===== src/rtl/label_select_map.svh =====
// offsets, field positions, reset values and widths for the label selector
`ifndef LABEL_SELECT_MAP_SVH
`define LABEL_SELECT_MAP_SVH

// ------------------------------------------------------------
// register offsets (byte addresses, one word each)
// ------------------------------------------------------------
`define OFS_MON_LO      8'h00
`define OFS_MON_HI      8'h04
`define OFS_HYP_LO      8'h08
`define OFS_HYP_HI      8'h0c
`define OFS_KER_LO      8'h10
`define OFS_KER_HI      8'h14
`define OFS_APP_LO      8'h18
`define OFS_APP_HI      8'h1c
`define OFS_FEAT        8'h20
`define OFS_CTRL        8'h24
`define OFS_VALID       8'h28
`define OFS_STATUS      8'h2c
`define OFS_MAP_BASE    8'h40
`define MAP_ADDR_MSB    8'h40
`define MAP_ADDR_MASK   8'hc0

// ------------------------------------------------------------
// field positions
// ------------------------------------------------------------
// label word lo: [15:0] id data side, [31:16] id instr side
// label word hi: [7:0] group data side, [15:8] group instr side
`define CTRL_HYP_EN_BIT  0
`define CTRL_VIRT_BIT    1
`define FEAT_PID_LSB     0
`define FEAT_GRP_LSB     16
`define FEAT_VPM_LSB     24

// ------------------------------------------------------------
// reset values and defaults
// ------------------------------------------------------------
`define DEFAULT_PID     16'h0000
`define DEFAULT_GRP     8'h00
`define RST_PID_MAX     16'hffff
`define RST_GRP_MAX     8'hff
`define RST_VPM_MAX     3'h7
`define MAP_WORDS       8
`define MAP_ENTRIES     4

`endif


===== src/rtl/label_select_pkg.sv =====
// types shared by the label selector files
package label_select_pkg;
   typedef logic [15:0] pid_t;
   typedef logic [7:0]  grp_t;

   // one access request from the processor path
   typedef struct packed {
      logic [1:0] level;
      logic       instr_side_select;
      logic       prior_err;
   } label_req_s;

   // labels presented back with the same access
   typedef struct packed {
      pid_t pid;
      grp_t grp;
      logic err;
   } label_rsp_s;

   // bus slave sequencing
   typedef enum logic [1:0] {
      BUS_IDLE = 2'b00,
      BUS_ACK  = 2'b01
   } bus_state_e;
endpackage


===== src/rtl/virt_map_store.sv =====
// eight 64-bit map words with registered bus read and comb lookup port
`timescale 1ns/1ps
`include "label_select_map.svh"
module virt_map_store #(
   parameter int WORDS = `MAP_WORDS
) (
   // clock and reset
   input  wire logic        clk_sys_in,
   input  wire logic        sys_rst_in,
   // bus side, 32-bit halves
   input  wire logic        wr_in,
   input  wire logic [3:0]  half_idx_in,
   input  wire logic [31:0] wdata_in,
   output logic      [31:0] rdata_out,
   // lookup side
   input  wire logic [15:0] vid_in,
   output logic      [15:0] entry_out
);
   import label_select_pkg::*;

   logic [63:0] virt_map_word [WORDS];
   logic [63:0] sel_word;
   logic [15:0] word_idx;

   // ------------------------------------------------------------
   // storage, one generate slot per map word
   // ------------------------------------------------------------
   genvar g;
   generate
      for (g = 0; g < WORDS; g++) begin : g_word
         always_ff @(posedge clk_sys_in) begin
            if (sys_rst_in) begin
               virt_map_word[g] <= 64'h0;
            end else if (wr_in && half_idx_in[3:1] == 3'(g)) begin
               if (half_idx_in[0]) begin
                  virt_map_word[g][63:32] <= wdata_in;
               end else begin
                  virt_map_word[g][31:0] <= wdata_in;
               end
            end
         end
      end
   endgenerate

   // registered bus read so software view stays off the comb path
   always_ff @(posedge clk_sys_in) begin
      if (sys_rst_in) begin
         rdata_out <= 32'h0;
      end else if (half_idx_in[0]) begin
         rdata_out <= virt_map_word[half_idx_in[3:1]][63:32];
      end else begin
         rdata_out <= virt_map_word[half_idx_in[3:1]][31:0];
      end
   end

   // word = vid div 4, missing words read as zero; no checks here
   always_comb begin
      word_idx = vid_in >> 2;
      if (word_idx < 16'(WORDS)) begin
         sel_word = virt_map_word[word_idx[2:0]];
      end else begin
         sel_word = 64'h0;
      end
      entry_out = sel_word[{vid_in[1:0], 4'h0} +: 16];
   end
endmodule


===== src/rtl/label_bus_slave.sv =====
// avalon-mm slave front end: one wait cycle, then acknowledge
`timescale 1ns/1ps
module label_bus_slave (
   // clock and reset
   input  wire logic       clk_sys_in,
   input  wire logic       sys_rst_in,
   // bus request
   input  wire logic       read_in,
   input  wire logic       write_in,
   // handshake
   output logic            waitrequest_out,
   output logic            ack_out
);
   import label_select_pkg::*;

   bus_state_e state_r;

   // every access waits one cycle so registered read data is ready
   always_ff @(posedge clk_sys_in) begin
      if (sys_rst_in) begin
         state_r <= BUS_IDLE;
      end else begin
         case (state_r)
            BUS_IDLE: begin
               if (read_in || write_in) begin
                  state_r <= BUS_ACK;
               end
            end
            BUS_ACK:  state_r <= BUS_IDLE;
            default:  state_r <= BUS_IDLE;
         endcase
      end
   end

   assign ack_out         = (state_r == BUS_ACK);
   assign waitrequest_out = !ack_out;
endmodule


===== src/rtl/partition_label_select.sv =====
// partition id and group label selector with virtual id translation
//
// Contract
// - group label passes only if not above maximum, else default.
// - id comes from the requested level's register, instr or data field.
// - group label comes from the requested level's register, instr or data.
// - level 2 id uses hypervisor register only if enabled, else zero.
// - level 2 group uses hypervisor register only if enabled, else zero.
// - level 0 uses the application register, never the kernel fields.
// - map word index is virtual id divided by four.
// - map word index beyond the eighth word reads as all zeros.
// - entry is 16 bits at bit (virtual id mod 4) times 16.
// - map lookup does no checks; caller validates and reduces first.
// - ids are 16 bits, group labels 8 bits, both defaults zero.
// - id above maximum gives default plus error, before translation.
// - use valid entry, else valid entry 0, else default with error.
// - virtual max is 4 times count field plus 3; larger ids wrap.
//
// Register access over Avalon-MM and the register addresses were left to the implementer.
`timescale 1ns/1ps
`include "label_select_map.svh"
module partition_label_select #(
   parameter int MAP_WORDS = `MAP_WORDS
) (
   // clock and reset
   input  wire logic                         clk_sys_in,
   input  wire logic                         sys_rst_in,
   // avalon-mm register slave
   input  wire logic [7:0]                   address_in,
   input  wire logic                         read_in,
   input  wire logic                         write_in,
   input  wire logic [31:0]                  writedata_in,
   output logic      [31:0]                  readdata_out,
   output logic                              waitrequest_out,
   // access request and labels
   input  wire label_select_pkg::label_req_s req_in,
   output label_select_pkg::label_rsp_s      rsp_out
);
   import label_select_pkg::*;

   // ------------------------------------------------------------
   // registers
   // ------------------------------------------------------------
   logic [63:0] monitor_level_label_reg_r;
   logic [63:0] hypervisor_label_reg_r;
   logic [63:0] kernel_label_reg_r;
   logic [63:0] application_label_reg_r;
   logic [31:0] label_feature_id_reg_r;
   logic [1:0]  ctrl_r;
   logic [31:0] virt_map_valid_bits_r;
   logic [31:0] rdata_r;
   logic [7:0]  err_count_r;
   logic        ack;
   logic        wr_go;
   logic        map_hit;
   logic [31:0] map_rdata;
   logic [15:0] map_entry;

   // unpacked feature fields
   pid_t        pid_max;
   grp_t        grp_max;
   logic [2:0]  map_register_count_field;
   logic        hyp_en;
   logic        virt_en;

   assign pid_max  = label_feature_id_reg_r[`FEAT_PID_LSB +: 16];
   assign grp_max  = label_feature_id_reg_r[`FEAT_GRP_LSB +: 8];
   assign map_register_count_field =
      label_feature_id_reg_r[`FEAT_VPM_LSB +: 3];
   assign hyp_en   = ctrl_r[`CTRL_HYP_EN_BIT];
   assign virt_en  = ctrl_r[`CTRL_VIRT_BIT];
   assign map_hit  = (address_in & `MAP_ADDR_MASK) == `MAP_ADDR_MSB;

   // ------------------------------------------------------------
   // bus handshake
   // ------------------------------------------------------------
   label_bus_slave u_bus (
      .clk_sys_in      (clk_sys_in),
      .sys_rst_in      (sys_rst_in),
      .read_in         (read_in),
      .write_in        (write_in),
      .waitrequest_out (waitrequest_out),
      .ack_out         (ack)
   );

   // writes land only on the acknowledge edge
   assign wr_go = ack && write_in;

   // ------------------------------------------------------------
   // map word storage
   // ------------------------------------------------------------
   logic [15:0] vid_reduced;
   logic [15:0] vid_lookup;

   virt_map_store #(
      .WORDS (MAP_WORDS)
   ) u_map (
      .clk_sys_in  (clk_sys_in),
      .sys_rst_in  (sys_rst_in),
      .wr_in       (wr_go && map_hit),
      .half_idx_in (address_in[5:2]),
      .wdata_in    (writedata_in),
      .rdata_out   (map_rdata),
      .vid_in      (vid_lookup),
      .entry_out   (map_entry)
   );

   // label registers, written as 32-bit halves
   always_ff @(posedge clk_sys_in) begin
      if (sys_rst_in) begin
         monitor_level_label_reg_r <= 64'h0;
         hypervisor_label_reg_r    <= 64'h0;
         kernel_label_reg_r        <= 64'h0;
         application_label_reg_r   <= 64'h0;
      end else if (wr_go) begin
         case (address_in)
            `OFS_MON_LO: monitor_level_label_reg_r[31:0]  <= writedata_in;
            `OFS_MON_HI: monitor_level_label_reg_r[63:32] <= writedata_in;
            `OFS_HYP_LO: hypervisor_label_reg_r[31:0]     <= writedata_in;
            `OFS_HYP_HI: hypervisor_label_reg_r[63:32]    <= writedata_in;
            `OFS_KER_LO: kernel_label_reg_r[31:0]         <= writedata_in;
            `OFS_KER_HI: kernel_label_reg_r[63:32]        <= writedata_in;
            `OFS_APP_LO: application_label_reg_r[31:0]    <= writedata_in;
            `OFS_APP_HI: application_label_reg_r[63:32]   <= writedata_in;
            default: ;
         endcase
      end
   end

   // implemented maxima and control; maxima writable for bring-up
   always_ff @(posedge clk_sys_in) begin
      if (sys_rst_in) begin
         label_feature_id_reg_r <= {5'h0, `RST_VPM_MAX, `RST_GRP_MAX,
                                    `RST_PID_MAX};
         ctrl_r                 <= 2'h0;
         virt_map_valid_bits_r  <= 32'h0;
      end else if (wr_go) begin
         case (address_in)
            `OFS_FEAT:  label_feature_id_reg_r <= writedata_in;
            `OFS_CTRL:  ctrl_r                 <= writedata_in[1:0];
            `OFS_VALID: virt_map_valid_bits_r  <= writedata_in;
            default: ;
         endcase
      end
   end

   // ------------------------------------------------------------
   // label selection
   // ------------------------------------------------------------
   logic [63:0] lvl_reg;
   pid_t        reg_pid;
   grp_t        reg_grp;

   // pick the level's register; level 2 gated by hypervisor enable
   always_comb begin
      case (req_in.level)
         2'd3: lvl_reg = monitor_level_label_reg_r;
         2'd2: lvl_reg = hyp_en ? hypervisor_label_reg_r
                                : 64'h0;
         2'd1: lvl_reg = kernel_label_reg_r;
         2'd0: lvl_reg = application_label_reg_r;
         default: lvl_reg = 64'h0;
      endcase
      // instr side takes the upper field of each pair
      reg_pid = req_in.instr_side_select ? lvl_reg[31:16]
                                         : lvl_reg[15:0];
      reg_grp = req_in.instr_side_select ? lvl_reg[47:40]
                                         : lvl_reg[39:32];
   end

   // ------------------------------------------------------------
   // range check and virtual translation
   // ------------------------------------------------------------
   logic [16:0] vmax;
   pid_t        pid_out;
   logic        pid_err;
   logic        use_virt;

   // virtual only below the monitor level with hypervisor enabled
   assign use_virt = virt_en && hyp_en && (req_in.level != 2'd3);

   // reduce the virtual id; steer the one lookup port to entry 0 when
   // the mapped entry is invalid, so the map is never read a second way
   always_comb begin
      vmax        = {12'h0, map_register_count_field, 2'b11};
      vid_reduced = reg_pid;
      if ({1'b0, reg_pid} > vmax) begin
         vid_reduced = 16'(({1'b0, reg_pid} % (vmax + 17'd1)));
      end
      if (virt_map_valid_bits_r[vid_reduced[4:0]]) begin
         vid_lookup = vid_reduced;
      end else begin
         vid_lookup = 16'h0000;
      end
   end

   // range check first, translation only for ids that passed it
   always_comb begin
      pid_out = `DEFAULT_PID;
      pid_err = 1'b0;
      if (reg_pid > pid_max) begin
         pid_err = 1'b1;
      end else if (!use_virt) begin
         pid_out = reg_pid;
      end else begin
         if (virt_map_valid_bits_r[vid_reduced[4:0]]) begin
            pid_out = map_entry;
         end else if (virt_map_valid_bits_r[0]) begin
            pid_out = map_entry;
         end else begin
            pid_err = 1'b1;
         end
         if (pid_out > pid_max) begin
            pid_out = `DEFAULT_PID;
            pid_err = 1'b1;
         end
      end
   end

   // group label: error or out of range gives default
   grp_t grp_out;
   always_comb begin
      if (pid_err || req_in.prior_err) begin
         grp_out = `DEFAULT_GRP;
      end else if (reg_grp <= grp_max) begin
         grp_out = reg_grp;
      end else begin
         grp_out = `DEFAULT_GRP;
      end
   end

   assign rsp_out = '{pid: pid_out, grp: grp_out, err: pid_err};

   // ------------------------------------------------------------
   // status and read data
   // ------------------------------------------------------------
   // saturating count of id errors, visible to software
   always_ff @(posedge clk_sys_in) begin
      if (sys_rst_in) begin
         err_count_r <= 8'h0;
      end else if (pid_err && err_count_r != 8'hff) begin
         err_count_r <= err_count_r + 8'h01;
      end
   end

   // register mux; unmapped words read zero
   always_ff @(posedge clk_sys_in) begin
      if (sys_rst_in) begin
         rdata_r <= 32'h0;
      end else begin
         case (address_in)
            `OFS_MON_LO: rdata_r <= monitor_level_label_reg_r[31:0];
            `OFS_MON_HI: rdata_r <= monitor_level_label_reg_r[63:32];
            `OFS_HYP_LO: rdata_r <= hypervisor_label_reg_r[31:0];
            `OFS_HYP_HI: rdata_r <= hypervisor_label_reg_r[63:32];
            `OFS_KER_LO: rdata_r <= kernel_label_reg_r[31:0];
            `OFS_KER_HI: rdata_r <= kernel_label_reg_r[63:32];
            `OFS_APP_LO: rdata_r <= application_label_reg_r[31:0];
            `OFS_APP_HI: rdata_r <= application_label_reg_r[63:32];
            `OFS_FEAT:   rdata_r <= label_feature_id_reg_r;
            `OFS_CTRL:   rdata_r <= {30'h0, ctrl_r};
            `OFS_VALID:  rdata_r <= virt_map_valid_bits_r;
            `OFS_STATUS: rdata_r <= {23'h0, pid_err, err_count_r};
            default:     rdata_r <= 32'h0;
         endcase
      end
   end

   assign readdata_out = map_hit ? map_rdata : rdata_r;

   // ------------------------------------------------------------
   // checks
   // ------------------------------------------------------------
   grp_range_a: assert property (@(posedge clk_sys_in) disable iff (sys_rst_in)
      (!pid_err && !req_in.prior_err && reg_grp > grp_max)
      |-> rsp_out.grp == 8'h00)
      else $error("group above max not defaulted");
   prior_err_a: assert property (@(posedge clk_sys_in) disable iff (sys_rst_in)
      req_in.prior_err |-> rsp_out.grp == 8'h00)
      else $error("prior error did not default group");
   pid_range_a: assert property (@(posedge clk_sys_in) disable iff (sys_rst_in)
      (reg_pid > pid_max) |-> (rsp_out.err && rsp_out.pid == 16'h0))
      else $error("id above max not flagged");
   hyp_gate_a: assert property (@(posedge clk_sys_in) disable iff (sys_rst_in)
      (req_in.level == 2'd2 && !hyp_en) |-> (reg_pid == 16'h0
       && reg_grp == 8'h00))
      else $error("disabled hypervisor level not zero");
   app_reg_a: assert property (@(posedge clk_sys_in) disable iff (sys_rst_in)
      (req_in.level == 2'd0 && !req_in.instr_side_select)
      |-> reg_pid == application_label_reg_r[15:0])
      else $error("level 0 not from application register");
   side_pick_a: assert property (@(posedge clk_sys_in) disable iff (sys_rst_in)
      (req_in.level == 2'd3 && req_in.instr_side_select)
      |-> (reg_pid == monitor_level_label_reg_r[31:16]
       && reg_grp == monitor_level_label_reg_r[47:40]))
      else $error("instr side field wrong");
   vid_bound_a: assert property (@(posedge clk_sys_in) disable iff (sys_rst_in)
      {1'b0, vid_reduced} <= vmax)
      else $error("virtual id not reduced");
   no_valid_a: assert property (@(posedge clk_sys_in) disable iff (sys_rst_in)
      (use_virt && reg_pid <= pid_max && virt_map_valid_bits_r == 32'h0)
      |-> rsp_out.err)
      else $error("no valid entry without error");
   pass_thru_a: assert property (@(posedge clk_sys_in) disable iff (sys_rst_in)
      (!use_virt && reg_pid <= pid_max)
      |-> (rsp_out.pid == reg_pid && !rsp_out.err))
      else $error("physical id not passed");
endmodule


===== config.mk =====
export PLATFORM = sky130hd
export DESIGN_NAME = partition_label_select
export DESIGN_NICKNAME = d
export VERILOG_FILES = /design/src/rtl/label_select_pkg.sv /design/src/rtl/virt_map_store.sv /design/src/rtl/label_bus_slave.sv /design/src/rtl/partition_label_select.sv
export VERILOG_INCLUDE_DIRS = /design/src /design/src/rtl
export SDC_FILE = /design/constraint.sdc
export NUM_CORES = 2
export LEC_CHECK = 0
export BUFFER_PORTS_ARGS = -buffer_cell sky130_fd_sc_hd__buf_2
export CAP_MARGIN = 20
export CORE_ASPECT_RATIO = 2
export CORE_MARGIN = 2
export CORE_UTILIZATION = 57
export CTS_CLUSTER_DIAMETER = 120
export DETAILED_ROUTE_END_ITERATION = 16
export PLACE_DENSITY = 0.78
export REMOVE_ABC_BUFFERS = 1
export SYNTH_ARGS = -nofsm -noshare
export SYNTH_HDL_FRONTEND = slang
export SYNTH_HIERARCHICAL = 1
export SYNTH_SLANG_ARGS = --single-unit

===== constraint.sdc =====
create_clock -name clk_sys_in -period 46.9 [get_ports clk_sys_in]
set_input_delay 2.345 -clock clk_sys_in [delete_from_list [all_inputs] [get_ports clk_sys_in]]
set_output_delay 2.345 -clock clk_sys_in [all_outputs]
set_load 0.005 [all_outputs]

==> metrics <==
CTS tree=built; most common cell after layout, fill and taps aside=nand2_1; post-place setup slack=3680 ps; worst skew pair latency=670 ps; area of the die=0.0930 sq mm; reg-to-reg endpoint=rdata_r[8]$_SDFF_PP0_; area share of the leading cell type in the synthesized netlist=0.298; most frequent cells in the layout=nand2_1, and2_1, edfxtp_1, dfxtp_1, a21oi_1; CP top delay family=compound AO/OA/AOI/OAI gates; Critical Path Stages=147; Die Ht=429 microns; maxcap violations=0; switching power=0.575 mW; FF+latch count, synth=907; crit path time final=44210 ps; startpoint types=input pin; Slew @ Worst Pin=1290 ps; Reg2Reg Launch Point=ctrl_r[0]$_SDFFE_PP0P_; dominant cell type by area after synthesis=edfxtp_1; Row Count=156; Clock Skew=24.3 ps; Leak=20.3 nW; final core occ=0.620; Post-synth EDFFs=512; Combinational Power Share=0.205; Synth cell types=105; f_max=0.0226 GHz; Post-DP HPWL=112000 microns; setup ws final=2690 ps; Final Setup Violations=0; GPL Wtd Cong=0.939; Setup crit start=req_in[2]; PwrDens=35.3 mW/mm^2; setup tns final=0 ps; Area growth, synth to finish=8.21%; clock share of power=0.356; RSZ-0062 raised after global routing=no; hold_buf cts=0; CTS-repair resized insts=0; total gr overflow=0; CTS Buffer Depth=3; 1st-iter DRT viols=6801; Buf+Inv Stages, Crit Path=10; CP Class=input pin to primary output; Most used DFF post-synth=edfxtp_1; Warnings, synthesis=6; Max FO, Critical Path=119; Post-Syn Area per Cell=10.7 sq um; DR DRC count=0; Top cell by count, worst path=o21a_1; drt total wl=180000 microns; CORE AREA=0.0900 sq mm; Die X=217 microns; Worst Hold Slack=455 ps; Sw Share=0.292; reg-to-reg slack, setup=7100 ps; Crit path largest cell delay=880 ps; 1st-pass router iterations=6; Starting Density=0.573; cell area after synthesis=0.0515 sq mm; Relative slew margins=0.133; Internal Power=1.40 mW; synth top area cells=edfxtp_1, dfxtp_1, mux4_2; Detail Route Antenna Nets=0; TritonCTS Buffers=83; Sink Count=907; Seq pwr share=0.439; Max rail drop VDD=0.0328 mV; status=finished clean; Post-Synthesis Cells=4802; port bufs=105; largest net degree at the start of global routing=120; Post-CTS Setup Bufs=0; Synth async-reset ratio=0; Reg clk slew, reported paths=60 ps; CP endpoint kind=primary output; Root Buffer=clkbuf_16; Slew Limit Fails=0; post-synthesis sequential area ratio=0.452; first-pass GRT wire length=263000 microns; vias post-DR=42500; vias in the first global route=41700; overall power=1.97 mW; fillers=6893; reg2reg path depth=146; nets@finish=4842; CP required=44560 ps; average wire per standard cell=30.3 microns; final worst-path cycle share=0.943; Critical Path AT=41870 ps; Tot GR Track Use=0.381; average vias per placed instance=7.15; I/O Pins=106; CTS H-tree depth=3; layout cells sized above 1=0.174; initial antenna violation count=7; worst hold path class=flop to flop; crit path to=rsp_out[5]; Hold Vio Cnt, Final=0; slowest cell on the critical path=o21ai_0
## worst reg2reg max path, delay by kind of cell (launching register included)
| kind | cells | cell delay (ps) |
|---|---|---|
| adders and majority gates | 15 | 4280 |
| DFF | 1 | 340 |
| and+or+nand+nor | 39 | 10120 |
| muxes | 12 | 3960 |
| AOI/OAI and AO/OA | 72 | 17800 |
| buffers and inverters | 8 | 3160 |
## cell usage after synthesis, types with 16 or more instances
master,count
and3_1,34
xnor2_1,25
a21oi_1,391
or3_1,20
nor3_1,46
mux2i_1,105
a221oi_1,84
clkbuf_1,328
a22o_1,66
nand2_1,729
buf_1,16
nor2b_1,84
dfxtp_1,395
a211oi_1,31
o21a_1,46
a22oi_1,25
inv_1,64
nand3b_1,32
nor2_1,147
a31oi_1,45
mux4_2,294
ha_1,101
a211oi_2,20
o21ai_0,60
o22ai_1,21
mux2_1,48
nand2b_1,25
and2_1,571
o31ai_1,25
edfxtp_1,512
buf_2,32
mux2_2,54
o21bai_1,18
nand3_1,40
a21o_1,20
## layout make-up
type / instances / area (sq um) / share of cell area
Tap cell: 1185 / 1480 / 0.0266
Multi-Input combinational cell: 3424 / 26600 / 0.478
Clock inverter: 44 / 463 / 0.00830
Antenna cell: 3 / 7.51 / 0.000135
Clock buffer: 107 / 2280 / 0.0409
Sequential cell: 907 / 23300 / 0.417
Timing Repair Buffer: 208 / 1360 / 0.0243
Inverter: 69 / 259 / 0.00464
## flip-flops by register name (all words and copies together) (netlist names)
signal / flops
virt_map_valid_bits_r: 32
monitor_level_label_reg_r: 64
kernel_label_reg_r: 64
err_count_r: 8
application_label_reg_r: 64
label_feature_id_reg_r: 32
hypervisor_label_reg_r: 64
u_bus/state_r: 1
rdata_r: 32
u_map/virt_map_word: 512
u_map/rdata_out: 32
ctrl_r: 2
## cell families (layout without fill, tap and decap cells)
group / count (synthesis) / in the layout / share of synthesized area
and+or+nand+nor: 1816 / 1816 / 0.178
AOI/OAI and AO/OA: 965 / 965 / 0.129
DFF: 907 / 907 / 0.452
muxes: 504 / 504 / 0.172
buffers and inverters: 471 / 428 / 0.0380
adders and majority gates: 101 / 101 / 0.0245
xor gates and xnor gates: 37 / 37 / 0.00629
other: 1 / 4 / 0.0000728
## layer usage
layer	vias to the layer above	track usage	routed length (microns)
li1	17400	-	-
met1	20300	0.473	60000
met2	3807	0.570	78500
met3	987	0.108	25400
met4	10	0.275	15900
met5	-	0	61
## worst min-delay path by stage
| stage | start | end | slack (ps) | depth (start not counted) |
|---|---|---|---|---|
| 2_1_floorplan | u_bus/state_r[0]$_SDFFE_PP0P_ | u_bus/state_r[0]$_SDFFE_PP0P_ | 420 | 1 |
| 3_3_place_gp | u_bus/state_r[0]$_SDFFE_PP0P_ | u_bus/state_r[0]$_SDFFE_PP0P_ | 440 | 1 |
| 3_5_place_dp | label_feature_id_reg_r[27]$_SDFFE_PP0P_ | label_feature_id_reg_r[27]$_SDFFE_PP0P_ | 450 | 2 |
| 4_1_cts | label_feature_id_reg_r[31]$_SDFFE_PP0P_ | label_feature_id_reg_r[31]$_SDFFE_PP0P_ | 460 | 2 |
| 5_1_grt | label_feature_id_reg_r[31]$_SDFFE_PP0P_ | label_feature_id_reg_r[31]$_SDFFE_PP0P_ | 470 | 2 |
| 6_report | label_feature_id_reg_r[31]$_SDFFE_PP0P_ | label_feature_id_reg_r[31]$_SDFFE_PP0P_ | 460 | 2 |
## power by group through the flow
stage                     logic [mW]  registers (mW)  clock network (mW)
final                          0.405           0.866               0.701
after global routing           0.434           0.866               0.729
after CTS                      0.396           0.865               0.698
after detailed placement       0.393           0.882                   0
after global placement         0.388           0.880                   0
after floorplan                0.273           0.878                   0
## stage by stage
stage	instances	instance area [sq um]
6_report	5947	55800
5_1_grt	5945	55800
2_1_floorplan	4400	49800
3_5_place_dp	5791	53000
4_1_cts	5942	55700
3_3_place_gp	5790	53000
Note: power is estimated with default switching activity, not from simulation.
